### config.mk
export PLATFORM = sky130hd
export DESIGN_NAME = ulc_regs
export DESIGN_NICKNAME = d
export VERILOG_FILES = /design/src/inc/ulc_pkg.sv /design/src/verilog/ulc_regs.sv /design/src/verilog/ulc_edge_detect.sv /design/src/verilog/ulc_conv_timer.sv
export SDC_FILE = /design/constraint.sdc
export NUM_CORES = 1
export LEC_CHECK = 0
export BUFFER_PORTS_ARGS = -buffer_cell sky130_fd_sc_hd__buf_2
export CAP_MARGIN = 20
export CORE_MARGIN = 2
export CORE_UTILIZATION = 35
export CTS_CLUSTER_DIAMETER = 100
export CTS_CLUSTER_SIZE = 28
export DETAILED_ROUTE_END_ITERATION = 10
export PLACE_DENSITY_LB_ADDON = 0.05
export RECOVER_POWER = 100
export SLEW_MARGIN = 10
export SYNTH_ARGS = -nofsm -noshare
export SYNTH_HDL_FRONTEND = slang
export SYNTH_HIERARCHICAL = 1
export SYNTH_SLANG_ARGS = --single-unit
### constraint.sdc
create_clock -name ref_clk_in -period 2.55 [get_ports ref_clk_in]
set_clock_uncertainty 0.2 [all_clocks]
set_input_delay 0.1275 -clock ref_clk_in [delete_from_list [all_inputs] [get_ports ref_clk_in]]
set_output_delay 0.1275 -clock ref_clk_in [all_outputs]
set_load 0.01 [all_outputs]
### src/inc/ulc_pkg.sv
// constants and carrier types for the transceiver vendor and carkit register bank
// Function
// - ID float edges set latch bit 0
// - latch reads only, auto-clears after read
// - latch bits 1,2 and upper always zero
// - conversion-done rise with enable sets latch bit 3
// - immediate and extended addressing reach same registers
// - vendor registers 30h-3Fh use immediate transfers
// - boost bits 6:5 choose transmit amplitude
// - headset audio only while key equals 1010
// - result bits 2:0 encode ID resistance
// - done flag bit 3 after 282 us conversion
// - result read via 36h-38h clears done flag
// - start bit 4 begins conversion, self-clears
// - enabled done assertion raises alt_int
// - effective enable ORs both enable bits
// - conversion register write/set/clear at 36h/37h/38h
// - carkit enable register at 1Dh/1Eh/1Fh
`default_nettype none
package ulc_pkg;
	// register addresses (immediate space)
	localparam logic [7:0] ADDR_CK_IEN_WR   = 8'h1d;
	localparam logic [7:0] ADDR_CK_IEN_SET  = 8'h1e;
	localparam logic [7:0] ADDR_CK_IEN_CLR  = 8'h1f;
	localparam logic [7:0] ADDR_CK_STATUS   = 8'h20;
	localparam logic [7:0] ADDR_EVT_LATCH   = 8'h21;
	localparam logic [7:0] ADDR_VENDOR_LO   = 8'h30;
	localparam logic [7:0] ADDR_VENDOR_HI   = 8'h3f;
	localparam logic [7:0] ADDR_HS_BOOST    = 8'h31;
	localparam logic [7:0] ADDR_HEADSET_KEY = 8'h33;
	localparam logic [7:0] ADDR_CONV_WR     = 8'h36;
	localparam logic [7:0] ADDR_CONV_SET    = 8'h37;
	localparam logic [7:0] ADDR_CONV_CLR    = 8'h38;
	localparam logic [7:0] ADDR_IMM_LIMIT   = 8'h40;
	// carkit interrupt enable fields
	localparam int CK_IEN_RISE_BIT = 0;
	localparam int CK_IEN_FALL_BIT = 1;
	localparam int CK_IEN_CONV_BIT = 5;
	localparam logic [7:0] CK_IEN_MASK = 8'h23;
	// carkit status fields
	localparam int CK_ST_FLOAT_BIT = 0;
	localparam int CK_ST_CODE_LSB  = 3;
	localparam int CK_ST_DONE_BIT  = 6;
	// event latch fields
	localparam int LATCH_FLOAT_BIT = 0;
	localparam int LATCH_CONV_BIT  = 3;
	// boost fields
	localparam int BOOST_LSB = 5;
	localparam logic [1:0] BOOST_RESET = 2'h0;
	// headset key
	localparam logic [3:0] HEADSET_KEY_OPEN  = 4'ha;
	localparam logic [3:0] HEADSET_KEY_RESET = 4'h0;
	// conversion register fields
	localparam int CONV_CODE_LSB   = 0;
	localparam int CONV_DONE_BIT   = 3;
	localparam int CONV_START_BIT  = 4;
	localparam int CONV_RSVD_BIT   = 5;
	localparam int CONV_IEN_BIT    = 6;
	localparam logic [7:0] CONV_WMASK = 8'h77;
	localparam logic [7:0] CONV_RESET = 8'h00;
	// resistance codes
	localparam logic [2:0] RID_ZERO    = 3'h0;
	localparam logic [2:0] RID_75      = 3'h1;
	localparam logic [2:0] RID_100K    = 3'h2;
	localparam logic [2:0] RID_200K    = 3'h3;
	localparam logic [2:0] RID_440K    = 3'h4;
	localparam logic [2:0] RID_FLOAT   = 3'h5;
	localparam logic [2:0] RID_ERROR   = 3'h7;
	// conversion timing
	localparam int CLK_PERIOD_PS  = 5000;
	localparam int CONV_TIME_US   = 282;
	localparam int CONV_CYCLES    = (CONV_TIME_US * 1000000) / CLK_PERIOD_PS;
	// register access request from the link-side protocol engine
	typedef struct packed {
		logic       ext;   // address arrived by extended sequence
		logic [7:0] addr;
		logic [7:0] wdata;
		logic       wr;
		logic       rd;
	} ulc_req_t;
	// read answer
	typedef struct packed {
		logic       valid;
		logic       hit;
		logic [7:0] data;
	} ulc_rsp_t;
endpackage
`default_nettype wire

### src/verilog/ulc_regs.sv
// vendor and carkit register bank of the transceiver
`default_nettype none
module ulc_regs #(
	parameter int CONV_CYCLES = ulc_pkg::CONV_CYCLES
) (
	// clock and reset
	input  wire logic             ref_clk_in,
	input  wire logic             arst_n_in,
	// register access from the link protocol engine
	input  wire ulc_pkg::ulc_req_t req_in,
	output ulc_pkg::ulc_rsp_t      rsp_out,
	// ID pin and resistor converter
	input  wire logic             ident_open_in,     // ID pin floating
	input  wire logic [2:0]       id_resistor_code_in,
	output logic                  conv_active_out,
	// RXCMD alt_int request
	output logic                  alt_int_out,
	// analog controls
	output logic [1:0]            hs_tx_drive_boost_out,
	output logic                  headset_audio_en_out
);
	// carkit interrupt enable bits
	logic       ident_open_rise_enable_r;
	logic       ident_open_fall_enable_r;
	logic       ck_conv_irq_enable_r;
	// event latch bits
	logic       ident_open_event_latch_r;
	logic       resistor_conv_event_latch_r;
	// vendor registers
	logic [1:0] hs_tx_drive_boost_r;
	logic [3:0] headset_audio_key_r;
	logic [2:0] id_resistor_code_r;
	logic       resistor_conv_done_r;
	logic       resistor_conv_trigger_r;
	logic       conv_rsvd_r;         // stored, link keeps it zero
	logic       resistor_conv_irq_enable_r;
	// decoded access
	logic       acc_ok;               // address lies in immediate space
	logic [7:0] a;                    // effective address
	logic       wr;
	logic       rd;
	logic [7:0] wd;
	// helpers
	logic       irq_en_eff;
	logic       conv_start;
	logic       conv_done_pulse;
	logic [2:0] conv_code;
	logic       conv_run;
	logic [1:0] rise;
	logic [1:0] fall;
	logic       float_evt;
	logic       conv_evt;
	logic [7:0] conv_view;
	logic [7:0] conv_nxt;
	logic [7:0] ien_view;
	logic [7:0] ien_nxt;
	logic [7:0] rdata_nxt;
	logic       hit_nxt;

	// the protocol engine resolves extended sequences before this point,
	// so the address arrives already flattened and ext needs no decode
	// both addressing forms land in the same 00h-3Fh space
	always_comb begin
		a      = req_in.addr;
		acc_ok = req_in.addr < ulc_pkg::ADDR_IMM_LIMIT;
		wr     = req_in.wr & acc_ok;
		rd     = req_in.rd & acc_ok;
		wd     = req_in.wdata;
	end

	// either enable bit arms the conversion interrupt
	assign irq_en_eff = ck_conv_irq_enable_r | resistor_conv_irq_enable_r;

	// register views as the link reads them
	always_comb begin
		conv_view = 8'h00;
		conv_view[ulc_pkg::CONV_CODE_LSB +: 3]  = id_resistor_code_r;
		conv_view[ulc_pkg::CONV_DONE_BIT]       = resistor_conv_done_r;
		conv_view[ulc_pkg::CONV_START_BIT]      = resistor_conv_trigger_r;
		conv_view[ulc_pkg::CONV_RSVD_BIT]       = conv_rsvd_r;
		conv_view[ulc_pkg::CONV_IEN_BIT]        = resistor_conv_irq_enable_r;
		ien_view = 8'h00;
		ien_view[ulc_pkg::CK_IEN_RISE_BIT]      = ident_open_rise_enable_r;
		ien_view[ulc_pkg::CK_IEN_FALL_BIT]      = ident_open_fall_enable_r;
		ien_view[ulc_pkg::CK_IEN_CONV_BIT]      = ck_conv_irq_enable_r;
	end

	// write, set and clear forms of the conversion register
	always_comb begin
		conv_nxt = conv_view;
		if (wr) begin
			case (a)
				ulc_pkg::ADDR_CONV_WR: begin
					conv_nxt = (conv_view & ~ulc_pkg::CONV_WMASK) | (wd & ulc_pkg::CONV_WMASK);
				end
				ulc_pkg::ADDR_CONV_SET: begin
					conv_nxt = conv_view | (wd & ulc_pkg::CONV_WMASK);
				end
				ulc_pkg::ADDR_CONV_CLR: begin
					conv_nxt = conv_view & ~(wd & ulc_pkg::CONV_WMASK);
				end
				default: begin
					conv_nxt = conv_view;
				end
			endcase
		end
	end

	// write, set and clear forms of the carkit enable register
	always_comb begin
		ien_nxt = ien_view;
		if (wr) begin
			case (a)
				ulc_pkg::ADDR_CK_IEN_WR: begin
					ien_nxt = wd & ulc_pkg::CK_IEN_MASK;
				end
				ulc_pkg::ADDR_CK_IEN_SET: begin
					ien_nxt = ien_view | (wd & ulc_pkg::CK_IEN_MASK);
				end
				ulc_pkg::ADDR_CK_IEN_CLR: begin
					ien_nxt = ien_view & ~(wd & ulc_pkg::CK_IEN_MASK);
				end
				default: begin
					ien_nxt = ien_view;
				end
			endcase
		end
	end

	// a trigger written while a conversion runs is stored but starts nothing;
	// the sequencer finishes the running one and then clears the bit
	// conversion kicks off on a 0 to 1 of the trigger bit by write or set
	assign conv_start = ~resistor_conv_trigger_r & conv_nxt[ulc_pkg::CONV_START_BIT];

	// conversion sequencer
	ulc_conv_timer #(
		.CYCLES     (CONV_CYCLES)
	) u_conv (
		.ref_clk_in (ref_clk_in),
		.arst_n_in  (arst_n_in),
		.start_in   (conv_start),
		.code_in    (id_resistor_code_in),
		.sample_out (conv_run),
		.done_out   (conv_done_pulse),
		.code_out   (conv_code)
	);

	// the done flag shares the pin's detector: a flag still set when a
	// second conversion ends gives no new event, so the link must read it
	// edges of ID float and of the done flag
	ulc_edge_detect #(
		.WIDTH      (2)
	) u_edges (
		.ref_clk_in (ref_clk_in),
		.arst_n_in  (arst_n_in),
		.level_in   ({resistor_conv_done_r, ident_open_in}),
		.rise_out   (rise),
		.fall_out   (fall)
	);

	// float event with either direction armed
	assign float_evt = (rise[0] & ident_open_rise_enable_r) |
	                   (fall[0] & ident_open_fall_enable_r);
	// done flag went 0 to 1 while armed
	assign conv_evt  = rise[1] & irq_en_eff;

	// carkit interrupt enable register
	always_ff @(posedge ref_clk_in or negedge arst_n_in) begin
		if (!arst_n_in) begin
			ident_open_rise_enable_r <= 1'b0;
			ident_open_fall_enable_r <= 1'b0;
			ck_conv_irq_enable_r     <= 1'b0;
		end else begin
			ident_open_rise_enable_r <= ien_nxt[ulc_pkg::CK_IEN_RISE_BIT];
			ident_open_fall_enable_r <= ien_nxt[ulc_pkg::CK_IEN_FALL_BIT];
			ck_conv_irq_enable_r     <= ien_nxt[ulc_pkg::CK_IEN_CONV_BIT];
		end
	end

	// conversion register: link fields, plus hardware updates at completion
	always_ff @(posedge ref_clk_in or negedge arst_n_in) begin
		if (!arst_n_in) begin
			id_resistor_code_r         <= ulc_pkg::CONV_RESET[2:0];
			resistor_conv_trigger_r    <= 1'b0;
			conv_rsvd_r                <= 1'b0;
			resistor_conv_irq_enable_r <= 1'b0;
		end else begin
			conv_rsvd_r                <= conv_nxt[ulc_pkg::CONV_RSVD_BIT];
			resistor_conv_irq_enable_r <= conv_nxt[ulc_pkg::CONV_IEN_BIT];
			// completion overrides a same-cycle link write of these fields
			if (conv_done_pulse) begin
				id_resistor_code_r      <= conv_code;
				resistor_conv_trigger_r <= 1'b0;
			end else begin
				id_resistor_code_r      <= conv_nxt[ulc_pkg::CONV_CODE_LSB +: 3];
				resistor_conv_trigger_r <= conv_nxt[ulc_pkg::CONV_START_BIT];
			end
		end
	end

	// done flag: completion sets, read through 36h-38h clears, set wins
	always_ff @(posedge ref_clk_in or negedge arst_n_in) begin
		if (!arst_n_in) begin
			resistor_conv_done_r <= 1'b0;
		end else if (conv_done_pulse) begin
			resistor_conv_done_r <= 1'b1;
		end else if (rd && (a >= ulc_pkg::ADDR_CONV_WR) && (a <= ulc_pkg::ADDR_CONV_CLR)) begin
			resistor_conv_done_r <= 1'b0;
		end
	end

	// event latch: a read of 21h clears, a same-cycle event stays
	always_ff @(posedge ref_clk_in or negedge arst_n_in) begin
		if (!arst_n_in) begin
			ident_open_event_latch_r    <= 1'b0;
			resistor_conv_event_latch_r <= 1'b0;
		end else begin
			if (float_evt) begin
				ident_open_event_latch_r <= 1'b1;
			end else if (rd && (a == ulc_pkg::ADDR_EVT_LATCH)) begin
				ident_open_event_latch_r <= 1'b0;
			end
			if (conv_evt) begin
				resistor_conv_event_latch_r <= 1'b1;
			end else if (rd && (a == ulc_pkg::ADDR_EVT_LATCH)) begin
				resistor_conv_event_latch_r <= 1'b0;
			end
		end
	end

	// vendor control registers, plain read/write
	always_ff @(posedge ref_clk_in or negedge arst_n_in) begin
		if (!arst_n_in) begin
			hs_tx_drive_boost_r       <= ulc_pkg::BOOST_RESET;
			headset_audio_key_r <= ulc_pkg::HEADSET_KEY_RESET;
		end else if (wr) begin
			if (a == ulc_pkg::ADDR_HS_BOOST) begin
				hs_tx_drive_boost_r <= wd[ulc_pkg::BOOST_LSB +: 2];
			end
			if (a == ulc_pkg::ADDR_HEADSET_KEY) begin
				headset_audio_key_r <= wd[3:0];
			end
		end
	end

	// read multiplexer; unimplemented and reserved bits stay zero except the stored conversion bit 5
	always_comb begin
		rdata_nxt = 8'h00;
		hit_nxt   = 1'b1;
		case (a)
			ulc_pkg::ADDR_CK_IEN_WR, ulc_pkg::ADDR_CK_IEN_SET, ulc_pkg::ADDR_CK_IEN_CLR: begin
				rdata_nxt = ien_view;
			end
			ulc_pkg::ADDR_CK_STATUS: begin
				// status read shows the done flag but never clears it
				rdata_nxt[ulc_pkg::CK_ST_FLOAT_BIT]     = ident_open_in;
				rdata_nxt[ulc_pkg::CK_ST_CODE_LSB +: 3] = id_resistor_code_r;
				rdata_nxt[ulc_pkg::CK_ST_DONE_BIT]      = resistor_conv_done_r;
			end
			ulc_pkg::ADDR_EVT_LATCH: begin
				rdata_nxt[ulc_pkg::LATCH_FLOAT_BIT] = ident_open_event_latch_r;
				rdata_nxt[ulc_pkg::LATCH_CONV_BIT]  = resistor_conv_event_latch_r;
			end
			ulc_pkg::ADDR_HS_BOOST: begin
				rdata_nxt[ulc_pkg::BOOST_LSB +: 2] = hs_tx_drive_boost_r;
			end
			ulc_pkg::ADDR_HEADSET_KEY: begin
				rdata_nxt[3:0] = headset_audio_key_r;
			end
			ulc_pkg::ADDR_CONV_WR, ulc_pkg::ADDR_CONV_SET, ulc_pkg::ADDR_CONV_CLR: begin
				rdata_nxt = conv_view;
			end
			default: begin
				hit_nxt = 1'b0; // left to the rest of the register space
			end
		endcase
	end

	// registered answer keeps read data off the address decode path;
	// the link sees valid exactly one cycle after its read strobe
	// read answer one cycle after the request
	always_ff @(posedge ref_clk_in or negedge arst_n_in) begin
		if (!arst_n_in) begin
			rsp_out <= '0;
		end else begin
			rsp_out.valid <= rd;
			rsp_out.hit   <= rd & hit_nxt;
			rsp_out.data  <= rd ? rdata_nxt : 8'h00;
		end
	end

	// registering the analog controls keeps decode glitches off the drivers,
	// at the cost of one cycle between a write and the new setting
	// outputs to the analog side and the RXCMD builder
	always_ff @(posedge ref_clk_in or negedge arst_n_in) begin
		if (!arst_n_in) begin
			alt_int_out          <= 1'b0;
			hs_tx_drive_boost_out      <= ulc_pkg::BOOST_RESET;
			headset_audio_en_out <= 1'b0;
			conv_active_out      <= 1'b0;
		end else begin
			alt_int_out          <= float_evt | conv_evt;
			hs_tx_drive_boost_out      <= hs_tx_drive_boost_r;
			headset_audio_en_out <= headset_audio_key_r == ulc_pkg::HEADSET_KEY_OPEN;
			conv_active_out      <= conv_run;
		end
	end
endmodule
`default_nettype wire

### src/verilog/ulc_edge_detect.sv
// per-bit rising and falling edge detector on synchronous levels
`default_nettype none
module ulc_edge_detect #(
	parameter int WIDTH = 2
) (
	// clock and reset
	input  wire logic             ref_clk_in,
	input  wire logic             arst_n_in,
	// levels
	input  wire logic [WIDTH-1:0] level_in,
	// edges, one-cycle pulses
	output logic      [WIDTH-1:0] rise_out,
	output logic      [WIDTH-1:0] fall_out
);
	logic [WIDTH-1:0] prev_r; // level one cycle ago

	// one identical detector per bit
	for (genvar i = 0; i < WIDTH; i++) begin : g_bit
		// remember last level; reset to zero so a high level at release reads as a rise
		always_ff @(posedge ref_clk_in or negedge arst_n_in) begin
			if (!arst_n_in) begin
				prev_r[i] <= 1'b0;
			end else begin
				prev_r[i] <= level_in[i];
			end
		end
		assign rise_out[i] = level_in[i] & ~prev_r[i];
		assign fall_out[i] = ~level_in[i] & prev_r[i];
	end
endmodule
`default_nettype wire

### src/verilog/ulc_conv_timer.sv
// ID resistor conversion sequencer: times the conversion and captures the code
`default_nettype none
module ulc_conv_timer #(
	parameter int CYCLES = ulc_pkg::CONV_CYCLES
) (
	// clock and reset
	input  wire logic       ref_clk_in,
	input  wire logic       arst_n_in,
	// control
	input  wire logic       start_in,    // pulse, ignored while busy
	// analog converter
	input  wire logic [2:0] code_in,     // converter output, valid at the end
	output logic            sample_out,  // level, converter active
	// results
	output logic            done_out,    // pulse at completion
	output logic [2:0]      code_out     // code captured at completion
);
	localparam int CW = $clog2(CYCLES + 1);
	localparam logic [CW-1:0] LAST = CW'(CYCLES - 1);

	typedef enum logic {ULC_IDLE, ULC_RUN} ulc_state_t;
	ulc_state_t  state_r;   // sequencer state
	logic [CW-1:0] cnt_r;   // cycles spent converting

	// a retrigger while running is dropped, the link sees one completion
	always_ff @(posedge ref_clk_in or negedge arst_n_in) begin
		if (!arst_n_in) begin
			state_r <= ULC_IDLE;
			cnt_r   <= '0;
		end else begin
			case (state_r)
				ULC_IDLE: begin
					cnt_r <= '0;
					if (start_in) begin
						state_r <= ULC_RUN;
					end
				end
				ULC_RUN: begin
					if (cnt_r == LAST) begin
						state_r <= ULC_IDLE;
					end
					cnt_r <= cnt_r + CW'(1);
				end
				default: begin
					state_r <= ULC_IDLE;
				end
			endcase
		end
	end

	// completion pulse and captured code
	always_ff @(posedge ref_clk_in or negedge arst_n_in) begin
		if (!arst_n_in) begin
			done_out <= 1'b0;
			code_out <= ulc_pkg::RID_ZERO;
		end else begin
			done_out <= (state_r == ULC_RUN) && (cnt_r == LAST);
			if ((state_r == ULC_RUN) && (cnt_r == LAST)) begin
				code_out <= code_in;
			end
		end
	end

	assign sample_out = (state_r == ULC_RUN);
endmodule
`default_nettype wire

==> results.py, run 1 <==
metrics = {
    "timing": {
        "holdWs_ps": 4.40,
        "tns_ps": 0,
        "final-max-slew-violation-count": 0,
        "worst_pin_slew_ps": 642,
        "max_freq_ghz": 0.445,
        "hold_viol": 0,
        "slew_headroom": 0.572,
        "rsz0062_at_grt": "false",
        "fin_crit_ps": 2250,
        "timing.final.ws_setup_ps": 302,
        "setup_viol": 0,
        "finalCritPeriodShare": 0.881,
    },
    "power_and_ir_drop": {
        "ir_worst_vdd_v": 0.000189,
        "clockPowerShare": 0.310,
        "p_leak_nw": 1.38,
        "p_comb_frac": 0.102,
        "power_density_mw_per_mm2": 491,
        "switching_share": 0.262,
        "switchingPower_mw": 0.414,
        "p_seq_frac": 0.588,
        "p_int_mw": 1.17,
    },
    "worst_setup_path": {
        "reg2regPathDepth": 4,
        "required_ps": 2530,
        "r2r_setup_slack_ps": 580,
        "crit_path_start_kind": "input port",
        "arrival_ps": 2230,
        "worstSetupPathType": "in -> reg",
        "worstSetupEndpointType": "flip-flop",
        "r2r-end": "u_conv/cnt_r[15]",
        "path_max_fanout": 6,
        "r2r_start": "u_conv/cnt_r[5]",
    },
    "layout": {
        "fillCellCount": 787,
        "syn_to_final_growth_pct": 18.5,
        "multi_input_area_sq_mm": 0.00124,
        "final_cell_mix": "dfrtp_1, nor2_1, nand2_1",
        "nets": 341,
        "drive_above_1_share": 0.149,
        "layout_commonest_cell": "dfrtp_1",
        "diodes": 0,
        "regArea_sq_mm": 0.00138,
    },
    "routing": {
        "wl_per_cell_um": 16.0,
        "finalWirelength_um": 6690,
        "initialDrtViolationCount": 110,
        "num_vias": 2160,
        "vias_per_cell": 5.17,
        "antenna_left": 0,
        "drcViolationCount": 0,
        "firstDrtPassIters": 4,
    },
    "worst_hold_path": {
        "hold_depth": 3,
        "hold_start": "req_in[14]",
        "worstHoldPathType": "in -> reg",
        "hold_end": "rsp_out[3]",
    },
    "synth": {
        "syn_area_per_cell_sq_um": 10.4,
        "syn_nets": 287,
        "syn-instance-count": 261,
        "syn_area_sq_mm": 0.00272,
        "synth_warnings": 6,
    },
    "clocking": {
        "h-tree-depth": 2,
        "worstSkewPairLatency_ps": 310,
        "clock-sinks": 55,
        "clk_path_buf_depth": 2,
        "clockRootBuffer": "clkbuf_8",
        "cts_setup_buffers": 0,
        "tritoncts": "done",
        "cts_made_buffers": 5,
        "path_clk_slew_ps": 100,
    },
    "die": {
        "dieArea_sq_mm": 0.00849,
        "die_x_um": 92.1,
        "pin_count": 40,
        "std_cell_rows": 32,
        "start_util": 0.357,
        "coreArea_sq_mm": 0.00761,
        "die_h_um": 92.1,
    },
    "outcome": {
        "outcome": "finished clean",
    },
    "placement": {
        "port_buffers": 36,
        "dp_slack_ps": 533,
        "routabilityCongestion": 0.790,
        "place_hpwl_um": 4830,
    },
    "flow_run": {
        "drv_cap": 0,
    },
    "global_route": {
        "grt.total_usage": 0.168,
        "grt_max_degree": 26,
        "antenna_found_initial": 0,
        "grt_pass1_vias": 2144,
        "overflow": 0,
        "grt_pass1_wl_um": 11300,
    },
}
==> power by group through the flow <==
| stage | registers [mW] | clock network [mW] | logic (mW) |
|---|---|---|---|
| finish | 0.930 | 0.490 | 0.161 |
| global route | 0.935 | 0.546 | 0.185 |
| CTS | 0.931 | 0.511 | 0.170 |
| detailed placement | 0.947 | 0 | 0.150 |
| global placement | 0.948 | 0 | 0.148 |
| floorplan | 0.941 | 0 | 0.0754 |
==> sequential cells by signal (all words and copies together) (netlist names), 2 cells and up <==
signal	flops
hs_tx_drive_boost_out	2
u_edges/prev_r	2
headset_audio_key_r	4
u_conv/cnt_r	16
hs_tx_drive_boost_r	2
u_conv/code_out	3
id_resistor_code_r	3
rsp_out	9
==> metal layers <==
metal  global-route usage  wire length, um  vias up
met1                0.257             3480     1072
met3               0.0255              222        5
met2                0.250             2930       32
li1                     -                -     1051
met4               0.0410               51        0
met5                    0                0        -
==> through the flow <==
stage	instances	util	area, sq um	power [mW]
2_1_floorplan	261	-	2720	1.02
3_5_place_dp	393	0.396	3010	1.10
4_1_cts	418	0.430	3270	1.61
5_1_grt	418	0.423	3220	1.67
3_3_place_gp	393	0.396	3010	1.10
6_report	418	0.423	3220	1.58
==> layout make-up <==
| type | count | area share |
|---|---|---|
| timing repair buffer | 58 | 0.110 |
| tap | 102 | 0.0396 |
| sequential | 55 | 0.427 |
| multi-input combinational | 185 | 0.384 |
| clock buffer | 5 | 0.0214 |
| clock inverter | 3 | 0.00583 |
| inverter | 10 | 0.0117 |
==> timing repair <==
action                                 4_1_cts  5_1_grt
resized for setup                            0        0
endpoints found under the hold margin       72        0
hold buffers                                17        0
==> worst max-delay path by stage <==
stage | to | startpoint | slack (ps)
after global placement | rsp_out[0] | req_in[10] | 530
after CTS | rsp_out[8] | req_in[16] | 450
after detailed placement | rsp_out[0] | req_in[10] | 530
final | rsp_out[8] | req_in[16] | 300
after floorplan | u_conv/code_out[0] | u_conv/cnt_r[0] | 660
after global routing | rsp_out[8] | req_in[16] | 150
==> critical path: stages <==
cell and delay [ps]:
dlygate4sd3_1 540, clkbuf_1 140, or4b_1 560, nor4_1 340
and3b_1 220, o21ai_0 300
Power figures use the tool's default switching activity.
==> run 2, diff against run 1 <==
--- a/config.mk
+++ b/config.mk
@@ -7,7 +7,6 @@
 export LEC_CHECK = 0
 export BUFFER_PORTS_ARGS = -buffer_cell sky130_fd_sc_hd__buf_2
 export CAP_MARGIN = 20
-export CORE_MARGIN = 2
 export CORE_UTILIZATION = 35
 export CTS_CLUSTER_DIAMETER = 100
 export CTS_CLUSTER_SIZE = 28
@@ -17,5 +16,4 @@
 export SLEW_MARGIN = 10
 export SYNTH_ARGS = -nofsm -noshare
 export SYNTH_HDL_FRONTEND = slang
-export SYNTH_HIERARCHICAL = 1
 export SYNTH_SLANG_ARGS = --single-unit
==> results.py, run 2 <==
metrics = {
    "outcome": {
        "outcome": "finished clean",
    },
    "timing": {
        "holdWs_ps": 61.7,
        "slew_headroom": 0.0731,
        "setup_viol": 0,
        "hold_viol": 0,
        "max_freq_ghz": 0.463,
        "final-max-slew-violation-count": 0,
        "worst_pin_slew_ps": 1390,
        "rsz0062_at_grt": "false",
        "finalCritPeriodShare": 0.847,
        "fin_crit_ps": 2160,
        "tns_ps": 0,
    },
    "placement": {
        "routabilityCongestion": 0.792,
        "port_buffers": 36,
        "place_hpwl_um": 4480,
    },
    "synth": {
        "syn_nets": 286,
        "yosysSeqAreaShare": 0.504,
        "syn_area_per_cell_sq_um": 10.5,
        "synth_cell_types": 55,
        "synth_warnings": 0,
        "syn-instance-count": 260,
        "syn_area_sq_mm": 0.00273,
        "yosys.cell_count.top_type": "dfrtp_1",
        "synth.top_cell.area_share": 0.504,
        "yosys.area.top_type": "dfrtp_1",
        "synth_edf_count": 0,
        "synthTopCellsByArea": "dfrtp_1, mux2_2, nand2_1",
        "ys_async_sr_fraction": 1.00,
        "synthFlopType": "dfrtp_1",
        "synth_commonest_cells": "dfrtp_1, nand2_1, a21oi_1",
        "ys_ff_latch": 55,
    },
    "die": {
        "die_x_um": 90.3,
        "pin_count": 40,
        "start_util": 0.368,
        "std_cell_rows": 31,
        "die_h_um": 90.3,
        "coreArea_sq_mm": 0.00741,
        "dieArea_sq_mm": 0.00815,
    },
    "routing": {
        "wl_per_cell_um": 15.7,
        "vias_per_cell": 5.14,
        "finalWirelength_um": 6370,
        "firstDrtPassIters": 4,
        "drcViolationCount": 0,
        "antenna_left": 0,
        "initialDrtViolationCount": 110,
        "num_vias": 2088,
    },
    "clocking": {
        "postCtsResizedCells": 0,
        "h-tree-depth": 2,
        "worstSkewPairLatency_ps": 300,
        "tritoncts": "done",
        "cts_made_buffers": 5,
        "clockRootBuffer": "clkbuf_8",
        "clk_path_buf_depth": 2,
        "path_clk_slew_ps": 100,
        "clock-sinks": 55,
    },
    "worst_setup_path": {
        "worstSetupPathType": "in -> reg",
        "worstSetupEndpointType": "flip-flop",
        "path_max_fanout": 13,
        "crit_path_start_kind": "input port",
        "arrival_ps": 2180,
        "required_ps": 2570,
    },
    "power_and_ir_drop": {
        "ir_worst_vdd_v": 0.000264,
        "power_density_mw_per_mm2": 529,
        "p_leak_nw": 1.36,
    },
    "worst_hold_path": {
        "worstHoldPathType": "in -> reg",
    },
    "global_route": {
        "overflow": 0,
        "antenna_found_initial": 0,
        "grt_pass1_wl_um": 11000,
        "grt_pass1_vias": 2159,
        "grt.total_usage": 0.170,
        "grt_max_degree": 56,
    },
    "layout": {
        "largest_registers": "u_conv.cnt_r (16), rsp_out (9), headset_audio_key_r (4)",
        "nets": 333,
        "drive_above_1_share": 0.137,
        "syn_to_final_growth_pct": 15.9,
        "top_register": "u_conv.cnt_r",
        "fillCellCount": 743,
        "final_cell_mix": "dfrtp_1, nand2_1, clkbuf_1",
        "layout_commonest_cell": "dfrtp_1",
        "diodes": 0,
        "largest_reg_flops": 16,
    },
    "flow_run": {
        "drv_cap": 0,
    },
}
-- run 2: power breakdown --
group          leakage (nW)  total, mW  internal [mW]  switching, mW
clock                0.0513      0.565          0.289          0.276
sequential            0.742      0.941          0.909         0.0322
combinational         0.568      0.166         0.0706         0.0951
-- run 2: final cells by class --
type                       instances  area (sq um)  area share
timing repair buffer              52           297      0.0938
inverter                           8          30.0     0.00950
multi-input combinational        185          1230       0.390
tap                               99           124      0.0392
clock inverter                     1          30.0     0.00950
clock buffer                       6          72.6      0.0230
sequential                        55          1380       0.435
-- run 2: critical path: stages --
cell,delay [ps]
clkbuf_1,240
or4b_1,740
a2111oi_2,660
a21oi_1,180
o31ai_2,230
-- run 2: logic make-up after synthesis --
group                    Yosys count  synth area share
AO/OA/AOI/OAI                     55             0.147
XOR/XNOR                          12            0.0385
adder cells (fa/ha/maj)            1           0.00458
buffers and inverters             20            0.0348
flip-flops                        55             0.504
multiplexers                      11            0.0445
other                              1           0.00137
AND/OR/NAND/NOR                  105             0.225
-- run 2: path summary, 6_finish.rpt --
check / endpoint / slack [ps] / from / cells after the start
max: id_resistor_code_r[1] / 390 / req_in[11] / 5
min reg2reg: hs_tx_drive_boost_out[0] / 230 / hs_tx_drive_boost_r[0] / 0
max in group asynchronous: u_conv.done_out / 760 / arst_n_in / 3
max reg2reg: u_conv.code_out[0] / 420 / u_conv.cnt_r[12] / 4
min: ident_open_fall_enable_r / 60 / req_in[1] / 3
min in group asynchronous: rsp_out[6] / 540 / arst_n_in / 3
-- run 2: per-layer routing --
metal | track usage | vias up | wire length (um)
met3 | 0.0328 | 2 | 226
met2 | 0.257 | 41 | 2860
li1 | - | 1044 | -
met5 | 0 | - | 0
met1 | 0.254 | 1001 | 3250
met4 | 0.0363 | 0 | 31
-- run 2: repair_timing --
| action | in CTS | in global routing |
|---|---|---|
| setup buffers | 0 | 0 |
| endpoints found under the hold margin | 74 | 0 |
| hold buffers | 12 | 0 |
-- run 2: metrics by stage --
stage	total power [mW]	cell area [sq um]	setup slack [ps]	cells	util
after global placement	1.12	3000	411	387	0.405
after floorplan	1.04	2730	622	260	-
after global routing	1.76	3160	235	406	0.427
final	1.67	3160	391	406	0.427
after CTS	1.70	3220	367	406	0.435
after detailed placement	1.12	3000	391	387	0.405
==> run 3, diff against run 2 <==
==> constraint.sdc (replaced) <==
create_clock -name ref_clk_in -period 2.2 [get_ports ref_clk_in]
set_clock_uncertainty 0.2 [all_clocks]
set_input_delay 0.11 -clock ref_clk_in [delete_from_list [all_inputs] [get_ports ref_clk_in]]
set_output_delay 0.11 -clock ref_clk_in [all_outputs]
set_load 0.01 [all_outputs]
==> results.py, run 3 (synthesis results as in run 2) <==
metrics = {
    "layout": {
        "largest_registers": "u_conv.cnt_r (16), rsp_out (9), headset_audio_key_r (4)",
        "syn_to_final_growth_pct": 18.0,
        "diodes": 0,
        "top_register": "u_conv.cnt_r",
        "final_design_area_no_fill_sq_mm": 0.00322,
        "largest_reg_flops": 16,
        "final_cell_mix": "dfrtp_1, nand2_1, clkbuf_1",
        "nets": 339,
        "drive_above_1_share": 0.143,
        "layout_commonest_cell": "dfrtp_1",
    },
    "outcome": {
        "outcome": "finished clean",
    },
    "worst_hold_path": {
        "worstHoldPathType": "in -> reg",
        "hold_start": "req_in[1]",
        "hold_depth": 3,
        "hold_end": "ident_open_fall_enable_r",
    },
    "timing": {
        "fin_crit_ps": 2090,
        "holdWs_ps": 23.3,
        "final-max-slew-violation-count": 0,
        "tns_ps": 0,
        "rsz0062_at_grt": "false",
        "timing.final.ws_setup_ps": 115,
        "hold_viol": 0,
        "max_freq_ghz": 0.480,
        "setup_viol": 0,
        "finalCritPeriodShare": 0.948,
        "worst_pin_slew_ps": 1200,
        "slew_headroom": 0.199,
    },
    "worst_setup_path": {
        "crit_slowest_cell": "or4_1",
        "r2r_start": "u_conv.cnt_r[9]",
        "path_max_fanout": 4,
        "worstSetupEndpointType": "flip-flop",
        "required_ps": 2200,
        "worst_path_largest_cell_delay_ps": 550,
        "r2r_setup_slack_ps": 110,
        "worstSetupPathType": "reg -> reg",
        "crit_path_start_kind": "flip-flop",
        "r2r-end": "u_conv.code_out[2]",
        "crit_path_cell_trace": "or4_1, nor4_1, buf_4, mux2_2",
        "reg2regPathDepth": 4,
        "arrival_ps": 2090,
    },
    "routing": {
        "finalWirelength_um": 6350,
        "drcViolationCount": 0,
        "firstDrtPassIters": 5,
        "vias_per_cell": 5.22,
        "initialDrtViolationCount": 184,
        "antenna_left": 0,
        "num_vias": 2154,
        "wl_per_cell_um": 15.4,
    },
    "die": {
        "pin_count": 40,
        "die_h_um": 90.3,
        "dieArea_sq_mm": 0.00815,
        "std_cell_rows": 31,
        "coreArea_sq_mm": 0.00741,
        "start_util": 0.368,
        "die_x_um": 90.3,
    },
    "clocking": {
        "clockRootBuffer": "clkbuf_8",
        "tritoncts": "done",
        "worstSkewPairLatency_ps": 320,
        "clock-sinks": 55,
        "cts_made_buffers": 5,
        "clk_path_buf_depth": 2,
        "postCtsResizedCells": 0,
        "path_clk_slew_ps": 110,
        "h-tree-depth": 2,
    },
    "power_and_ir_drop": {
        "p_leak_nw": 1.38,
        "ir_worst_vdd_v": 0.000374,
        "total_power_mw": 1.88,
        "power_density_mw_per_mm2": 585,
    },
    "placement": {
        "place_hpwl_um": 4640,
        "dp_slack_ps": 153,
        "routabilityCongestion": 0.756,
        "port_buffers": 36,
        "placed_cell_area_sq_mm": 0.00304,
    },
    "global_route": {
        "grt_pass1_wl_um": 10800,
        "grt_pass1_vias": 2123,
        "overflow": 0,
        "grt.total_usage": 0.166,
        "grt_max_degree": 38,
        "antenna_found_initial": 0,
    },
    "flow_run": {
        "drv_cap": 0,
    },
}
run 3: cell count changes in the layout (fill, tap and decap cells not counted), sizes merged:
| cell | before | now |
|---|---|---|
| inv | 8 | 10 |
| clkinv | 0 | 1 |
| dlygate4sd3 | 12 | 14 |
| buf | 18 | 21 |
| bufinv | 1 | 0 |
run 3: how the worst max path moves through the flow:
stage / depth (start not counted) / to / slack, ps / start
after floorplan: 3 / u_conv.code_out[0] / 270 / u_conv.cnt_r[5]
after global placement: 5 / rsp_out[0] / 170 / req_in[17]
after detailed placement: 5 / rsp_out[0] / 150 / req_in[17]
after CTS: 4 / u_conv.code_out[2] / 160 / u_conv.cnt_r[9]
after global routing: 4 / u_conv.code_out[0] / 60 / u_conv.cnt_r[9]
final: 4 / u_conv.code_out[2] / 110 / u_conv.cnt_r[9]
run 3: final cells by class:
class,instances,area [sq um]
fill,755,4190
sequential,55,1380
multi-input combinational,185,1240
timing repair buffer,58,357
tap,99,124
clock buffer,5,68.8
inverter,8,30.0
clock inverter,3,26.3
run 3: where the power goes:
group / switching, mW / internal (mW) / total, mW
Clock: 0.355 / 0.235 / 0.590
Combinational: 0.114 / 0.0892 / 0.203
Sequential: 0.0372 / 1.05 / 1.09
run 3: critical path: cells and delay by family, from the launching register on:
family	cells	cell delay, ps
flops	1	440
simple gates	2	800
buf+inv	1	200
mux	1	320
run 3: layer usage:
| metal | track usage | share of wire | up-vias |
|---|---|---|---|
| met4 | 0.0417 | 0.0087 | 0 |
| met5 | 0 | 0 | - |
| met2 | 0.252 | 0.45 | 46 |
| met3 | 0.0311 | 0.044 | 6 |
| met1 | 0.245 | 0.50 | 1048 |
| li1 | - | - | 1054 |
run 3: metrics by stage:
step / utilization / instances
floorplan: - / 260
global placement: 0.410 / 391
detailed placement: 0.410 / 391
CTS: 0.442 / 413
global route: 0.435 / 413
finish: 0.435 / 413
run 3: what timing repair did:
action,4_1_cts,5_1_grt
hold buffers,14,0
buffers inserted,0,0
endpoints found under the hold margin,85,0
